===== src/logic/uemr_pkg.sv =====
// Shared constants and types for the emulated modem/data register block
package uemr_pkg;
   // =====================================
   // PC register offsets (divisor latches share 0/1 with DLAB set)
   localparam logic [2:0] UEMR_OFF_DATA = 3'h0;
   localparam logic [2:0] UEMR_OFF_DLM = 3'h1;
   localparam logic [2:0] UEMR_OFF_MCR = 3'h4;
   localparam logic [2:0] UEMR_OFF_MSR = 3'h6;
   // =====================================
   // Modem control fields
   localparam int UEMR_MCR_DTR = 0;
   localparam int UEMR_MCR_RTS = 1;
   localparam int UEMR_MCR_OUT1 = 2;
   localparam int UEMR_MCR_OUT2 = 3;
   localparam int UEMR_MCR_LOOP = 4;
   // Modem status: deltas in [3:0], status lines in [7:4]
   localparam int UEMR_ST_CTS = 0;
   localparam int UEMR_ST_DSR = 1;
   localparam int UEMR_ST_RI = 2;
   localparam int UEMR_ST_DCD = 3;
   // =====================================
   // Reset values
   localparam logic [4:0] UEMR_MCR_RST = 5'h00;
   localparam logic [3:0] UEMR_MSR_RST = 4'h0;
   localparam logic [15:0] UEMR_DIV_RST = 16'h0000;
   localparam logic [7:0] UEMR_BYTE_RST = 8'h00;
   localparam logic [3:0] UEMR_CNT_RST = 4'h0;
   // =====================================
   // Receive buffer shape
   localparam int UEMR_RX_DEPTH = 32;
   localparam int UEMR_RX_WIDTH = 10;
   // =====================================
   // Types
   typedef struct packed {
      logic fe;
      logic pe;
      logic [7:0] data;
   } uemr_rx_char_t;
   typedef struct packed {
      logic loop;
      logic divisor_high_byte;
      logic dll;
      logic modem_control_reg;
   } uemr_evt_t;
endpackage


===== src/logic/uemr_modem_data.sv =====
// Emulated UART modem control/status, divisor latches and holding registers
`timescale 1ns/10ps

// =====================================
// Receive character buffer
module uemr_fifo #(
   parameter int W = 10,
   parameter int D = 32
) (
   input wire logic i_ref_clk,
   input wire logic i_rst,
   input wire logic i_in_valid,
   input wire logic [W-1:0] i_in_data,
   output logic o_in_ready,
   input wire logic i_out_ready,
   output logic o_out_valid,
   output logic [W-1:0] o_out_data
);
   localparam int AW = $clog2(D);
   logic [W-1:0] mem [D];
   logic [AW-1:0] wptr_q, rptr_q;
   logic [AW:0] cnt_q;
   logic [AW:0] cnt_d;
   logic in_ready_q;
   wire push = i_in_valid && in_ready_q;
   wire pop = o_out_valid && i_out_ready;
   assign cnt_d = cnt_q + (AW+1)'(push) - (AW+1)'(pop);
   assign o_in_ready = in_ready_q;
   assign o_out_valid = cnt_q != '0;
   assign o_out_data = mem[rptr_q];
   always_ff @(posedge i_ref_clk) begin
      if (push) begin
         mem[wptr_q] <= i_in_data;
      end
   end
   always_ff @(posedge i_ref_clk) begin
      if (i_rst) begin
         wptr_q <= '0;
         rptr_q <= '0;
         cnt_q <= '0;
         in_ready_q <= 1'b0;
      end else begin
         wptr_q <= wptr_q + AW'(push);
         rptr_q <= rptr_q + AW'(pop);
         cnt_q <= cnt_d;
         in_ready_q <= cnt_d != (AW+1)'(D);
      end
   end
endmodule

// =====================================
// Top: PC-facing registers and core/engine side
module uemr_modem_data
   import uemr_pkg::*;
(
   input wire logic i_ref_clk,
   input wire logic i_rst,
   input wire logic [2:0] i_pc_addr,
   input wire logic i_pc_wr,
   input wire logic i_pc_rd,
   input wire logic [7:0] i_pc_wdata,
   input wire logic i_dlab,
   input wire logic i_msi_enable,
   input wire logic i_rda_enable,
   input wire logic i_lsr_read,
   output logic [7:0] o_pc_rdata,
   output logic o_msi_irq,
   output logic o_rda_irq,
   input wire logic i_core_msr_wr,
   input wire logic [3:0] i_core_modem,
   input wire uemr_evt_t i_evt_enable,
   output uemr_evt_t o_evt,
   output logic [3:0] o_ctrl_status,
   output logic o_loop,
   output logic [15:0] o_divisor,
   input wire logic i_rx_valid,
   input wire uemr_rx_char_t i_rx_char,
   output logic o_rx_ready,
   input wire logic i_baud_tick,
   input wire logic [3:0] i_rx_div,
   input wire logic i_rx_slow_en,
   input wire logic [3:0] i_tx_div,
   input wire logic i_tx_slow_en,
   output logic o_data_ready,
   output logic o_lsr_fe,
   output logic o_lsr_pe,
   output logic o_thre,
   output logic o_tx_req,
   output logic [7:0] o_tx_data,
   input wire logic i_tx_ack
);

   // =====================================
   // Register state
   logic [4:0] mcr_q;
   logic [3:0] core_msr_q, stat_prev_q, delta_q;
   logic [15:0] div_q;
   logic [7:0] rbr_q, thr_q, rdata_q;
   logic dr_q, fe_q, pe_q, thre_q, tx_pend_q, tx_req_q;
   logic msi_q, rda_q;
   logic [3:0] rx_cnt_q, tx_cnt_q;
   uemr_evt_t evt_q;
   logic rx_valid;
   uemr_rx_char_t rx_head;

   // =====================================
   // Decode
   wire hit_data = i_pc_addr == UEMR_OFF_DATA;
   wire wr_thr = i_pc_wr && hit_data && !i_dlab;
   wire wr_dll = i_pc_wr && hit_data && i_dlab;
   wire wr_dlm = i_pc_wr && i_pc_addr == UEMR_OFF_DLM && i_dlab;
   wire wr_mcr = i_pc_wr && i_pc_addr == UEMR_OFF_MCR;
   wire rd_rbr = i_pc_rd && hit_data && !i_dlab;
   wire rd_msr = i_pc_rd && i_pc_addr == UEMR_OFF_MSR;

   // =====================================
   // Modem status lines and change flags
   // Loop wiring: CTS<-RTS, DSR<-DTR, RI<-Out1, DCD<-Out2
   wire [3:0] loop_stat = {mcr_q[UEMR_MCR_OUT2], mcr_q[UEMR_MCR_OUT1],
                           mcr_q[UEMR_MCR_DTR], mcr_q[UEMR_MCR_RTS]};
   wire [3:0] stat = mcr_q[UEMR_MCR_LOOP] ? loop_stat : core_msr_q;
   wire [3:0] chg = stat ^ stat_prev_q;
   wire [3:0] delta_set = {chg[UEMR_ST_DCD],
                           stat_prev_q[UEMR_ST_RI] & ~stat[UEMR_ST_RI],
                           chg[UEMR_ST_DSR],
                           chg[UEMR_ST_CTS]};
   // New change in the read cycle survives the clear
   wire [3:0] delta_d = (rd_msr ? 4'h0 : delta_q) | delta_set;
   wire mcr_changed = i_pc_wdata[3:0] != mcr_q[3:0];

   // =====================================
   // Events to the core
   uemr_evt_t evt_d;
   assign evt_d.modem_control_reg = wr_mcr && mcr_changed && i_evt_enable.modem_control_reg;
   assign evt_d.loop = wr_mcr && i_pc_wdata[UEMR_MCR_LOOP] && !mcr_q[UEMR_MCR_LOOP]
                       && i_evt_enable.loop;
   assign evt_d.dll = wr_dll && i_evt_enable.dll;
   assign evt_d.divisor_high_byte = wr_dlm && i_evt_enable.divisor_high_byte;

   // =====================================
   // Receive path: engine -> buffer -> holding register
   wire rx_gate = !i_rx_slow_en || rx_cnt_q == UEMR_CNT_RST;
   wire rx_pop = rx_valid && !dr_q && rx_gate;
   uemr_fifo #(.W(UEMR_RX_WIDTH), .D(UEMR_RX_DEPTH)) u_rx_fifo (
      .i_ref_clk(i_ref_clk),
      .i_rst(i_rst),
      .i_in_valid(i_rx_valid),
      .i_in_data(i_rx_char),
      .o_in_ready(o_rx_ready),
      .i_out_ready(rx_pop),
      .o_out_valid(rx_valid),
      .o_out_data(rx_head)
   );

   // =====================================
   // Transmit path: PC write -> paced request -> engine read
   wire tx_gate = !i_tx_slow_en || tx_cnt_q == UEMR_CNT_RST;
   wire tx_take = tx_req_q && i_tx_ack;

   // =====================================
   // Read mux
   wire [7:0] rd_lo = i_dlab ? div_q[7:0] : rbr_q;
   wire [7:0] rd_hi = i_dlab ? div_q[15:8] : UEMR_BYTE_RST;
   wire [7:0] rd_mux = hit_data ? rd_lo :
                       i_pc_addr == UEMR_OFF_DLM ? rd_hi :
                       i_pc_addr == UEMR_OFF_MCR ? {3'b000, mcr_q} :
                       i_pc_addr == UEMR_OFF_MSR ? {stat, delta_q} : UEMR_BYTE_RST;

   // =====================================
   // Control and modem state
   always_ff @(posedge i_ref_clk) begin
      if (i_rst) begin
         mcr_q <= UEMR_MCR_RST;
         core_msr_q <= UEMR_MSR_RST;
         stat_prev_q <= UEMR_MSR_RST;
         delta_q <= UEMR_MSR_RST;
         msi_q <= 1'b0;
         evt_q <= '0;
         rdata_q <= UEMR_BYTE_RST;
      end else begin
         if (wr_mcr) begin
            mcr_q <= i_pc_wdata[4:0];
         end
         if (i_core_msr_wr) begin
            core_msr_q <= i_core_modem;
         end
         stat_prev_q <= stat;
         delta_q <= delta_d;
         msi_q <= (|delta_q) && i_msi_enable;
         evt_q <= evt_d;
         if (i_pc_rd) begin
            rdata_q <= rd_mux;
         end
      end
   end

   // =====================================
   // Divisor latches
   always_ff @(posedge i_ref_clk) begin
      if (i_rst) begin
         div_q <= UEMR_DIV_RST;
      end else begin
         if (wr_dll) begin
            div_q[7:0] <= i_pc_wdata;
         end
         if (wr_dlm) begin
            div_q[15:8] <= i_pc_wdata;
         end
      end
   end

   // =====================================
   // Receive holding and line flags
   always_ff @(posedge i_ref_clk) begin
      if (i_rst) begin
         rbr_q <= UEMR_BYTE_RST;
         dr_q <= 1'b0;
         fe_q <= 1'b0;
         pe_q <= 1'b0;
         rda_q <= 1'b0;
         rx_cnt_q <= UEMR_CNT_RST;
      end else begin
         if (rx_pop) begin
            rbr_q <= rx_head.data;
            rx_cnt_q <= i_rx_div;
         end else if (i_baud_tick && rx_cnt_q != UEMR_CNT_RST) begin
            rx_cnt_q <= rx_cnt_q - 4'h1;
         end
         dr_q <= rx_pop || (dr_q && !rd_rbr);
         fe_q <= (rx_pop && rx_head.fe) || (fe_q && !i_lsr_read);
         pe_q <= (rx_pop && rx_head.pe) || (pe_q && !i_lsr_read);
         rda_q <= dr_q && i_rda_enable;
      end
   end

   // =====================================
   // Transmit holding and request
   // A new PC write in the ack cycle wins: the byte is fresh
   always_ff @(posedge i_ref_clk) begin
      if (i_rst) begin
         thr_q <= UEMR_BYTE_RST;
         thre_q <= 1'b1;
         tx_pend_q <= 1'b0;
         tx_req_q <= 1'b0;
         tx_cnt_q <= UEMR_CNT_RST;
      end else begin
         if (wr_thr) begin
            thr_q <= i_pc_wdata;
            thre_q <= 1'b0;
            tx_pend_q <= 1'b1;
            tx_req_q <= 1'b0;
            tx_cnt_q <= i_tx_div;
         end else begin
            if (tx_take) begin
               thre_q <= 1'b1;
               tx_pend_q <= 1'b0;
               tx_req_q <= 1'b0;
            end else if (tx_pend_q && tx_gate) begin
               tx_req_q <= 1'b1;
            end
            if (i_baud_tick && tx_pend_q && tx_cnt_q != UEMR_CNT_RST) begin
               tx_cnt_q <= tx_cnt_q - 4'h1;
            end
         end
      end
   end

   // =====================================
   // Outputs
   assign o_pc_rdata = rdata_q;
   assign o_msi_irq = msi_q;
   assign o_rda_irq = rda_q;
   assign o_evt = evt_q;
   assign o_ctrl_status = mcr_q[3:0];
   assign o_loop = mcr_q[UEMR_MCR_LOOP];
   assign o_divisor = div_q;
   assign o_data_ready = dr_q;
   assign o_lsr_fe = fe_q;
   assign o_lsr_pe = pe_q;
   assign o_thre = thre_q;
   assign o_tx_req = tx_req_q;
   assign o_tx_data = thr_q;
endmodule


===== config.mk =====
export PLATFORM = sky130hd
export DESIGN_NAME = uemr_modem_data
export DESIGN_NICKNAME = d
export VERILOG_FILES = /design/src/logic/uemr_pkg.sv /design/src/logic/uemr_modem_data.sv
export SDC_FILE = /design/constraint.sdc
export NUM_CORES = 1
export LEC_CHECK = 0
export BUFFER_PORTS_ARGS = -buffer_cell sky130_fd_sc_hd__buf_2
export CAP_MARGIN = 20
export CORE_MARGIN = 2
export CORE_UTILIZATION = 50
export DETAILED_ROUTE_END_ITERATION = 8
export PLACE_DENSITY = 0.78
export SYNTH_ARGS = -nofsm -noshare
export SYNTH_HDL_FRONTEND = slang
export SYNTH_SLANG_ARGS = --single-unit

===== constraint.sdc =====
create_clock -name i_ref_clk -period 7.5 [get_ports i_ref_clk]
set_input_delay 1.125 -clock i_ref_clk [delete_from_list [all_inputs] [get_ports i_ref_clk]]
set_output_delay 1.125 -clock i_ref_clk [all_outputs]
set_load 0.01 [all_outputs]

### Word-level counts from Yosys, hierarchy flattened

Memory sizes are Yosys's and may differ from the RTL's. A register that Yosys moved wholly into a read port is not among the register bits.
Cells that the tools add are included.

* bits in registers: 94
* bits of input ports: 51
* word-level logic and storage cells: 117
* memories kept: 1
* RAM bits: 320

Memory list
* u_rx_fifo.mem: depth 32, width 10, read ports 1, clocked after memory_dff 1, write ports 1, line uemr_modem_data.sv:20 `logic [W-1:0] mem [D];`

* add/subtract/negate cells: 6
* eq/ne operators: 5
* multiplexer cells: 19
* reductions and logical operators: 55
* bitwise gates (word level): 4

Operators with widths (number)
* $mux 8: 6
* $logic_and 1x1->1: 32
* $mux 4: 6
* $add 5x1->5: 2
* $logic_not 4->1: 2
* $reduce_bool 4->1: 2
* $sub 4x1->4 const B: 2
* $logic_not 1->1: 7
* $add 6x1->6: 1
* $eq 3x3->1 const B: 2
* $mux 1: 6
* $ne 6x6->1 const B: 1
* $reduce_bool 2->1: 3
* $reduce_bool 6->1: 1
* $sub 6x1->6: 1
* $logic_or 1x1->1: 5
* $mux 5: 1
* $ne 4x4->1: 1
* $or 4x4->4: 1
* $reduce_or 4->1: 1
* $xor 4x4->4: 1
* $eq 3x1->1 const B: 1
* $logic_not 3->1: 1
* $reduce_or 3->1: 1
* 2 further kinds: 2

### Logic depth before layout (Yosys ltp)

Gate-level depths: netlist of run 1.

* word-level depth: 6
* gate-level depth with buffers: 14
* depth with buffers taken out: 14

### By module

A second synthesis of run 1 with hierarchy kept.

* cell total of the unflattened synthesis: 1092
* area total of the unflattened synthesis: 16605.9 µm²

By module, submodules not included
* uemr_fifo: area an instance 13262.7 µm², times used 1, cells each 712, sequential area each 9949.5 µm²
* uemr_modem_data: area an instance 3343.2 µm², times used 1, cells each 380, sequential area each 1541.5 µm²

### Least setup slack after synthesis of run 1

Ideal clock, no wire load.

* path type: input -> register
* start: input port i_rx_slow_en
* end: register u_rx_fifo.in_ready_q, in the netlist u_rx_fifo.o_in_ready
* arrival time: 2964 ps
* library setup time: 133 ps
* stages on the path: 11
* slack: 4403 ps
* path through: a211o_1 clkinv_1 ha_1 inv_1 ha_1 fa_1 a21oi_1 o21bai_1 xnor2_1 and4_1 a31oi_1

* longest elaborated chain between the ends: 6

RTL lines
* from (decl): line uemr_modem_data.sv:81 `input wire logic i_rx_slow_en,`
* $logic_not 1->1: line uemr_modem_data.sv:142 `wire rx_gate = !i_rx_slow_en || rx_cnt_q == UEMR_CNT_RST;`
* $logic_or 1x1->1: line uemr_modem_data.sv:142
* $logic_and 1x1->1: line uemr_modem_data.sv:143 `wire rx_pop = rx_valid && !dr_q && rx_gate;`
* $logic_and 1x1->1: line uemr_modem_data.sv:26 `wire pop = o_out_valid && i_out_ready;`
* $sub 6x1->6: line uemr_modem_data.sv:27 `assign cnt_d = cnt_q + (AW+1)'(push) - (AW+1)'(pop);`
* $ne 6x6->1: line uemr_modem_data.sv:46 `in_ready_q <= cnt_d != (AW+1)'(D);`
* to (signal assigned): line uemr_modem_data.sv:46
* to (decl): line uemr_modem_data.sv:24 `logic in_ready_q;`

No other way between the ends.
A chain may end at the register's enable or synchronous reset.

### Worst setup path in the final report of run 1

* start: register u_rx_fifo.cnt_q[4]
* end: register u_rx_fifo.in_ready_q, in the netlist u_rx_fifo.o_in_ready

* longest elaborated chain between the ends: 6
* elaborated cells between the ends (all ways): 7
* those cells by class: 2 x add/sub; 1 x eq/ne; 4 x reduce/logical

RTL lines
* from (decl): line uemr_modem_data.sv:22 `logic [AW:0] cnt_q;`
* from (signal assigned): line uemr_modem_data.sv:45 `cnt_q <= cnt_d;`
* branches (longest 4 deep; another with $add 6x1->6)
* $sub 6x1->6 (*): line uemr_modem_data.sv:27
* $ne 6x6->1 (*): line uemr_modem_data.sv:46

Mark *: on every way between the ends.

==> results of run 1 <==
[sequential cells by signal (all words and copies together), names as in the netlist, 5 cells and up]
signal and cells:
mcr_q 5, u_rx_fifo.mem 320, rbr_q 8, o_tx_data 8, u_rx_fifo.wptr_q 5, u_rx_fifo.cnt_q 6, o_pc_rdata 8, o_divisor 16
u_rx_fifo.rptr_q 5
[final timing paths]
path | start | to
setup / recovery | u_rx_fifo.cnt_q[4] | u_rx_fifo.o_in_ready
hold / removal | o_tx_data[1] | o_tx_data[1]
setup reg to reg | u_rx_fifo.cnt_q[4] | u_rx_fifo.o_in_ready
hold reg to reg | o_tx_data[1] | o_tx_data[1]
[cell type report]
type / instances / area [um2]
tap: 442 / 553.0
multi-input combinational: 585 / 4696
clock inverter: 22 / 157.7
fill: 2483 / 13950
sequential: 414 / 11490
timing repair buffer: 114 / 615.6
clock buffer: 53 / 1094
inverter: 15 / 56.30
[logic make-up (layout without fill, tap and decap cells)]
family | after synthesis | in the layout
xor+xnor | 22 | 22
flops | 414 | 414
mux | 164 | 164
buf+inv | 83 | 204
compound gates | 140 | 140
fa+ha+maj | 15 | 15
simple gates | 244 | 244
[cell usage in the layout, fill, tap and decap left out, types with 29 or more instances in the layout]
cell type	synthesis	layout
clkbuf_16	0	42
nand3_1	29	29
a21oi_1	37	37
dfxtp_1	94	93
mux4_2	41	41
nor2_1	96	96
nand2_1	55	55
buf_2	16	99
edfxtp_1	320	320
mux2i_1	115	115
[metrics by stage]
| step | cells | total power, mW |
|---|---|---|
| 6_report | 1645 | 5.503 |
| 5_1_grt | 1645 | 5.723 |
| 4_1_cts | 1640 | 5.541 |
| 3_5_place_dp | 1565 | 3.634 |
| 3_3_place_gp | 1565 | 3.597 |
| 2_1_floorplan | 1082 | 3.404 |
[critical path, delay by kind of cell, from the launching register on]
kind / cells / cell delay [ns]
flip-flops: 1 / 0.29
AND/OR/NAND/NOR: 2 / 0.54
AO/OA/AOI/OAI: 4 / 0.80
adder cells (fa/ha/maj): 4 / 1.09
buffers and inverters: 3 / 0.38
XOR/XNOR: 1 / 0.18
[routing by layer]
layer / vias up / wire (um)
li1: 4332 / -
met5: - / 11
met1: 4782 / 15050
met3: 71 / 3470
met2: 490 / 17500
met4: 2 / 886
[power breakdown]
part	total, mW	switching, mW	internal [mW]
Clock	1.92	0.842	1.07
Combinational	0.965	0.539	0.426
Sequential	2.62	0.0768	2.55
==> run summary, run 1 <==
Post-Syn Area: 16,600 um2
slowest CP cell: a211o_1
Post-Synth XOR/XNOR Area: 0.01161
PortBufs: 99
CTS root buf: clkbuf_16
Core Rows: 66
Critical Path Sink Type: flip-flop
CP max FO: 12
fin. max-slew vios: 0
Max Clk Rate: 0.2907 GHz
Die Ht: 186.2 um
M3 GR Usage: 0.04945
TritonCTS Buffers: 41
hold path depth: 2
count leader, synth: edfxtp_1
number of library cell types mapped by synthesis: 66
die area: 34,680 um2
Core Region: 32,620 um2
first-pass GRT wire length: 55,120 um
number of H-tree levels: 2
cells after synthesis: 1,082
Starting DRT DRC Count: 1,010
area grow syn2layout: 12.44%
Finished Cell Area: 18,670 um2
met1 Track Usage GR: 0.2886
Final min period: 3.440 ns
crit path launch type: flip-flop
Mapped Nets: 1,148
Setup WS post-layout: 4.060 ns
Required @ worst endpoint: 7.88 ns
DRC Markers: 0
Clock Skews: 0.02330 ns
TritonRoute pass-1 iters: 6
leakage power: 6.243 nW
PD cells: 294.8 nW/um2
EDFF count, synth: 320
Total GRT Usage: 0.2132
Most Used Layer, Global Route: met2
mux contribution to synthesized area: 0.1304
Tcrit/Tclk final: 0.4586
total of max-cap violations: 0
Critical Path AT: 3.82 ns
Worst Tran Pin Value: 1.109 ns
Clock Pin Slew Worst Setup and Hold Paths: 0.06 ns
# diodes: 0
die extent in x: 186.2 um
Clock Path Buffers: 3
Nets: 1,237
CTS tree: built
share of cells above drive strength 1: 0.1929
Synth top area share: 0.5788
Hold Vio Cnt, Final: 0
Hold Crit Class: flip-flop to flip-flop
predominant post-synthesis flop cell: edfxtp_1
WHS: 0.4541 ns
Yosys top cell by area: edfxtp_1
dpl cell area: 17,370 um2
setup TNS: 0 ns
vias: 9,677
compound-cell area share of the yosys netlist: 0.05954
post-DP HPWL: 22,910 um
clock sink count: 414
# IOs: 100
Routed Antenna Nets: 0
RSZ-0062 raised after global routing: false
R2R Setup Slk: 4.06 ns
Rel. slew slack: 0.2579
Post-Syn Area per Cell: 15.34 um2
Max VDD drop: 0.0001913 V
initial core utilization: 0.5089
post-CTS sizing: 0
drt wl/cell: 22.44 um
post-synthesis adder-cell area fraction: 0.01176
largest net degree at the start of global routing: 64
final core utilization: 0.5723
Post-Place Worst Slack: 3.684 ns
Top cell by count, worst path: ha_1
reg2reg path depth: 14
vias in the first global route: 9,443
Synth async-reset ratio: 0
Routed Wire Length: 36,920 um
largest family of logic cells by synthesized area: multiplexers
sequential element share of the synthesized area: 0.6922
Synth Area in Simple Gates: 0.06957
CP Class: flip-flop to flip-flop
#FFs+latches synth: 414
synth cell count leaders: edfxtp_1 (320), mux2i_1 (115), nor2_1 (96)
Final setup viols: 0
average via count per standard cell: 5.883
routability cong.: 0.8755
warnings from Yosys: 0
initial antenna violation count: 1
CTS Hold Buffers Added: 0
Area contributors post-synth: edfxtp_1 (58%), dfxtp_1 (11%), mux2i_1 (6.9%), mux4_2 (5.6%), nor2_1 (2.2%)
slowest cell delay on critical path: 0.46 ns
grt ovf: 0
cell chain of the critical path: inv_1, ha_1, nor4bb_1, a211o_1, clkinv_1, ha_1, inv_1, ha_1, fa_1, a21oi_1, o21bai_1, xnor2_1, and4_1, a31oi_1
status: finished, final reports clean
clock latency on the worst-skew pair: 0.55 ns
Post-CTS Setup Repair Bufs: 0
GR Util met2: 0.3462
No activity file was read; power rests on OpenSTA's default activity.
==> run 2: changes to the inputs <==
- clock period: 7.5 -> 3.5 ns (I/O delays scaled with it)
==> run 2 against run 1 <==
  * Via count is essentially flat
  * Die area is the same
  * Clock skew grew 0.0013 ns
  * Setup slack lost 3.6 ns
  * Cell count grew 1.8%
  * Non-clock buffer count grew 30
==> run summary, run 2 (synthesis gave the netlist of run 1 again) <==
Core Rows: 66
Routed Antenna Nets: 0
most frequent cells in the layout: edfxtp_1 (320), mux2i_1 (115), buf_2 (99)
flip-flop count of the largest register after layout: 320
vias in the first global route: 9,529
initial core utilization: 0.5089
status: finished, final reports clean
slowest cell delay on critical path: 0.43 ns
Starting DRT DRC Count: 908
grt ovf: 0
Hold Crit Class: input port to flip-flop
Rel. slew slack: 0.3801
Required @ worst endpoint: 3.89 ns
clock latency on the worst-skew pair: 0.55 ns
post-DP HPWL: 23,460 um
first-pass GRT wire length: 55,810 um
Nets: 1,266
RSZ-0062 raised after global routing: false
Critical Path Sink Type: flip-flop
average via count per standard cell: 5.784
PD cells: 638.4 nW/um2
Total GRT Usage: 0.2147
TritonRoute pass-1 iters: 5
Clock Skews: 0.02459 ns
vias: 9,682
Clock Path Buffers: 3
clock sink count: 414
die area: 34,680 um2
PortBufs: 99
CP max FO: 5
Critical Path AT: 3.47 ns
Clock Pin Slew Worst Setup and Hold Paths: 0.06 ns
Largest Register: u_rx_fifo.mem
share of cells above drive strength 1: 0.2156
Die Ht: 186.2 um
drt wl/cell: 22.07 um
largest net degree at the start of global routing: 54
FILL cells: 2,428
slowest CP cell: fa_1
Final min period: 3.074 ns
DRC Markers: 0
post-CTS sizing: 0
commonest non-fill, non-tap cell in the layout: edfxtp_1
Top cell by count, worst path: ha_1
routability cong.: 0.8577
CTS Hold Buffers Added: 0
Final setup viols: 0
leakage power: 6.454 nW
Core Region: 32,620 um2
die extent in x: 186.2 um
CTS root buf: clkbuf_16
Worst Tran Pin Value: 0.9286 ns
Power Total: 12.14 mW
Hold Vio Cnt, Final: 0
hold path depth: 3
area grow syn2layout: 14.55%
fin. max-slew vios: 0
Post-CTS Setup Repair Bufs: 0
Tcrit/Tclk final: 0.8784
# IOs: 100
initial antenna violation count: 3
TritonCTS Buffers: 40
Max VDD drop: 0.0004741 V
reg2reg path depth: 14
Routed Wire Length: 36,940 um
CP Class: flip-flop to flip-flop
number of H-tree levels: 2
CTS tree: built
crit path launch type: flip-flop
cell chain of the critical path: inv_1, ha_1, or3b_4, a211o_1, clkinv_1, ha_1, inv_1, ha_1, fa_1, a21oi_1, o21bai_1, xnor2_1, and4_1, a31oi_1
total of max-cap violations: 0
Max Clk Rate: 0.3253 GHz
setup TNS: 0 ns
## run 2: worst paths after layout
check               startpoint                    to  slack [ns]
hold reg to reg   o_tx_data[6]          o_tx_data[6]        0.45
hold / removal    i_rda_enable             o_rda_irq        0.21
setup reg to reg   rx_cnt_q[0]  u_rx_fifo.o_in_ready        0.43
setup / recovery   rx_cnt_q[0]  u_rx_fifo.o_in_ready        0.43
## run 2: final cells by class
type,instances,area [um2],share of cell area
Tap cell,442,553.0,0.02908
Antenna cell,3,7.507,0.0003948
Sequential cell,414,11490,0.6045
Clock buffer,47,1049,0.05514
Timing Repair Buffer,144,883.3,0.04645
Clock inverter,24,276.5,0.01454
Multi-Input combinational cell,585,4696,0.2469
Inverter,15,56.30,0.002961
## run 2: metal layers
metal / GRT usage / vias to the layer above / part of all wire
li1: - / 4399 / -
met1: 0.3035 / 4743 / 0.43
met2: 0.3383 / 468 / 0.46
met3: 0.04381 / 72 / 0.088
met4: 0.06709 / 0 / 0.027
met5: 0 / - / 0
## run 2: worst max-delay path, delay by kind of cell (launching register included)
kind            cells  cell delay, ns
xor+xnor            1            0.19
simple gates        2            0.61
fa+ha+maj           4            0.93
buf+inv             3            0.24
flops               1            0.31
compound gates      4            0.66
## run 2: through the flow
step	util	area, um2	hold slack [ns]	worst slack (ns)	instances
2_1_floorplan	-	16600	0.4380	0.6569	1082
3_3_place_gp	0.5421	17680	0.4393	0.5594	1600
3_5_place_dp	0.5421	17680	0.4444	0.4338	1600
4_1_cts	0.5827	19010	0.2014	0.4175	1671
5_1_grt	0.5829	19010	0.2236	0.1961	1673
6_report	0.5830	19020	0.2124	0.4257	1674
## run 2: where the power goes
| group | switching (mW) | total [mW] | internal [mW] |
|---|---|---|---|
| Clock | 1.83 | 4.36 | 2.53 |
| Sequential | 0.161 | 5.61 | 5.45 |
| Combinational | 1.19 | 2.16 | 0.970 |
| Total | 3.18 | 12.1 | 8.96 |
==> run 3: changes to the inputs <==
- CTS_BUF_LIST: not set -> sky130_fd_sc_hd__clkbuf_2 sky130_fd_sc_hd__clkbuf_4 sky130_fd_sc_hd__clkbuf_8
- MAX_ROUTING_LAYER: not set -> met4
==> run 3 against run 2 <==
  * Sequential cell count unchanged
  * Global-route usage rose by 0.89 points
  * First-iteration DRC count is 18% higher
  * Wire length is 1.1% higher
  * Via count is 2.5% higher
  * Sequential share of layout area is essentially flat
  * Cell area about the same
  * Cell count rose by 2.7%
  * Critical path depth did not move
  * Die area unchanged
  * Register-to-register slack got worse by 0.02 ns
==> run summary, run 3 (synthesis gave the netlist of run 1 again) <==
WL met1: 16,260 um
CP Class: flip-flop to flip-flop
Final min period: 3.092 ns
reg2reg path depth: 14
Net Sw Power: 3.181 mW
post-DP HPWL: 23,460 um
CTS tree: built
Hold Crit Class: input port to flip-flop
Starting DRT DRC Count: 1,070
hold path endpoint: o_rda_irq
die extent in x: 186.2 um
Final setup viols: 0
combinational share of power: 0.182
drt wl/cell: 21.71 um
initial antenna violation count: 4
Routed Antenna Nets: 0
CP max FO: 5
CP Launch Point: rx_cnt_q[0]
initial core utilization: 0.5089
CTS Hold Buffers Added: 0
area grow syn2layout: 14.54%
final core utilization: 0.5829
Tcrit/Tclk final: 0.8836
TritonRoute pass-1 iters: 6
Reg-to-Reg Start: rx_cnt_q[0]
total of max-cap violations: 0
grt ovf: 0
hold path depth: 3
Worst Tran Pin Value: 0.9363 ns
vias in the first global route: 9,816
fin. max-slew vios: 0
Clock Skews: 0.04194 ns
share of cells above drive strength 1: 0.2457
Largest Register: u_rx_fifo.mem
Clock Path Buffers: 3
Nets: 1,292
TritonCTS Buffers: 66
Rel. slew slack: 0.3750
average via count per standard cell: 5.770
commonest non-fill, non-tap cell in the layout: edfxtp_1
PortBufs: 99
Worst R2R End: u_rx_fifo.o_in_ready
post-CTS sizing: 0
Routed Wire Length: 37,350 um
sequential share of power: 0.473
Critical Path Sink Type: flip-flop
Hold Vio Cnt, Final: 0
DRC Markers: 0
crit path launch type: flip-flop
Critical Path AT: 3.52 ns
number of H-tree levels: 3
die area: 34,680 um2
WHS: 0.1853 ns
clock sink count: 414
Post-CTS Setup Repair Bufs: 0
FILL cells: 2,431
RSZ-0062 raised after global routing: false
routability cong.: 0.8725
Switching Share: 0.2678
Clock Pin Slew Worst Setup and Hold Paths: 0.06 ns
CTS root buf: clkbuf_8
# IOs: 100
top sig layer: met4
Die Ht: 186.2 um
R2R Setup Slk: 0.41 ns
vias: 9,925
leakage power: 6.508 nW
largest net degree at the start of global routing: 54
routed wl met3: 3017 um
Core Region: 32,620 um2
P_int: 8.696 mW
status: finished, final reports clean
clock latency on the worst-skew pair: 0.61 ns
setup TNS: 0 ns
Max Clk Rate: 0.3234 GHz
hold path start: i_rda_enable
most frequent cells in the layout: edfxtp_1 (320), mux2i_1 (115), buf_2 (99)
Total GRT Usage: 0.2236
first-pass GRT wire length: 55,960 um
Max VDD drop: 0.0003679 V
Core Rows: 66
PD cells: 624.6 nW/um2
Clk network pwr share: 0.345
Required @ worst endpoint: 3.92 ns
routed wl met2: 17,110 um
flip-flop count of the largest register after layout: 320
[run 3: critical path, cell delays in order, from the launching register on]
cell and delay [ns]:
dfxtp_1 0.31, inv_1 0.08, ha_1 0.17, or3b_4 0.40, a211o_1 0.32, clkinv_1 0.12
ha_1 0.13, inv_1 0.04, ha_1 0.20, fa_1 0.43, a21oi_1 0.16, o21bai_1 0.09
xnor2_1 0.19, and4_1 0.20, a31oi_1 0.08
[run 3: worst max path at each step]
stage / cells past startpoint / endpoint / slack [ns]
CTS: 14 / u_rx_fifo.o_in_ready / 0.40
global placement: 14 / u_rx_fifo.o_in_ready / 0.56
floorplan: 14 / u_rx_fifo.o_in_ready / 0.66
detailed placement: 14 / u_rx_fifo.o_in_ready / 0.43
finish: 14 / u_rx_fifo.o_in_ready / 0.41
global route: 14 / u_rx_fifo.o_in_ready / 0.19
[run 3: cell type report]
class | instances | area, um2 | area share
inverter | 15 | 56.30 | 0.002961
clock buffer | 96 | 1146 | 0.06028
clock inverter | 20 | 175.2 | 0.009212
multi-input combinational | 585 | 4696 | 0.2470
sequential | 414 | 11490 | 0.6045
antenna | 4 | 10.01 | 0.0005264
timing repair buffer | 144 | 883.3 | 0.04646
tap | 442 | 553.0 | 0.02908
[run 3: power by group through the flow]
stage / sequential, mW / combinational (mW) / clock, mW
after floorplan: 5.64 / 1.66 / 0
after global placement: 5.70 / 2.10 / 0
after detailed placement: 5.72 / 2.15 / 0
after CTS: 5.61 / 2.17 / 4.18
after global routing: 5.64 / 2.34 / 4.40
final: 5.62 / 2.16 / 4.10
[run 3: through the flow]
| stage | setup slack (ns) | instance area, um2 | std cells | power (mW) |
|---|---|---|---|---|
| global placement | 0.5594 | 17680 | 1600 | 7.808 |
| floorplan | 0.6569 | 16600 | 1082 | 7.295 |
| detailed placement | 0.4338 | 17680 | 1600 | 7.868 |
| finish | 0.4075 | 19010 | 1720 | 11.88 |
| global route | 0.1933 | 19010 | 1720 | 12.38 |
| CTS | 0.4010 | 19000 | 1716 | 11.96 |
[run 3: layer usage]
| metal | up-vias | track usage |
|---|---|---|
| li1 | 4461 | - |
| met1 | 4934 | 0.2985 |
| met2 | 451 | 0.3396 |
| met3 | 79 | 0.05043 |
| met4 | 0 | 0.08126 |
| met5 | - | - |
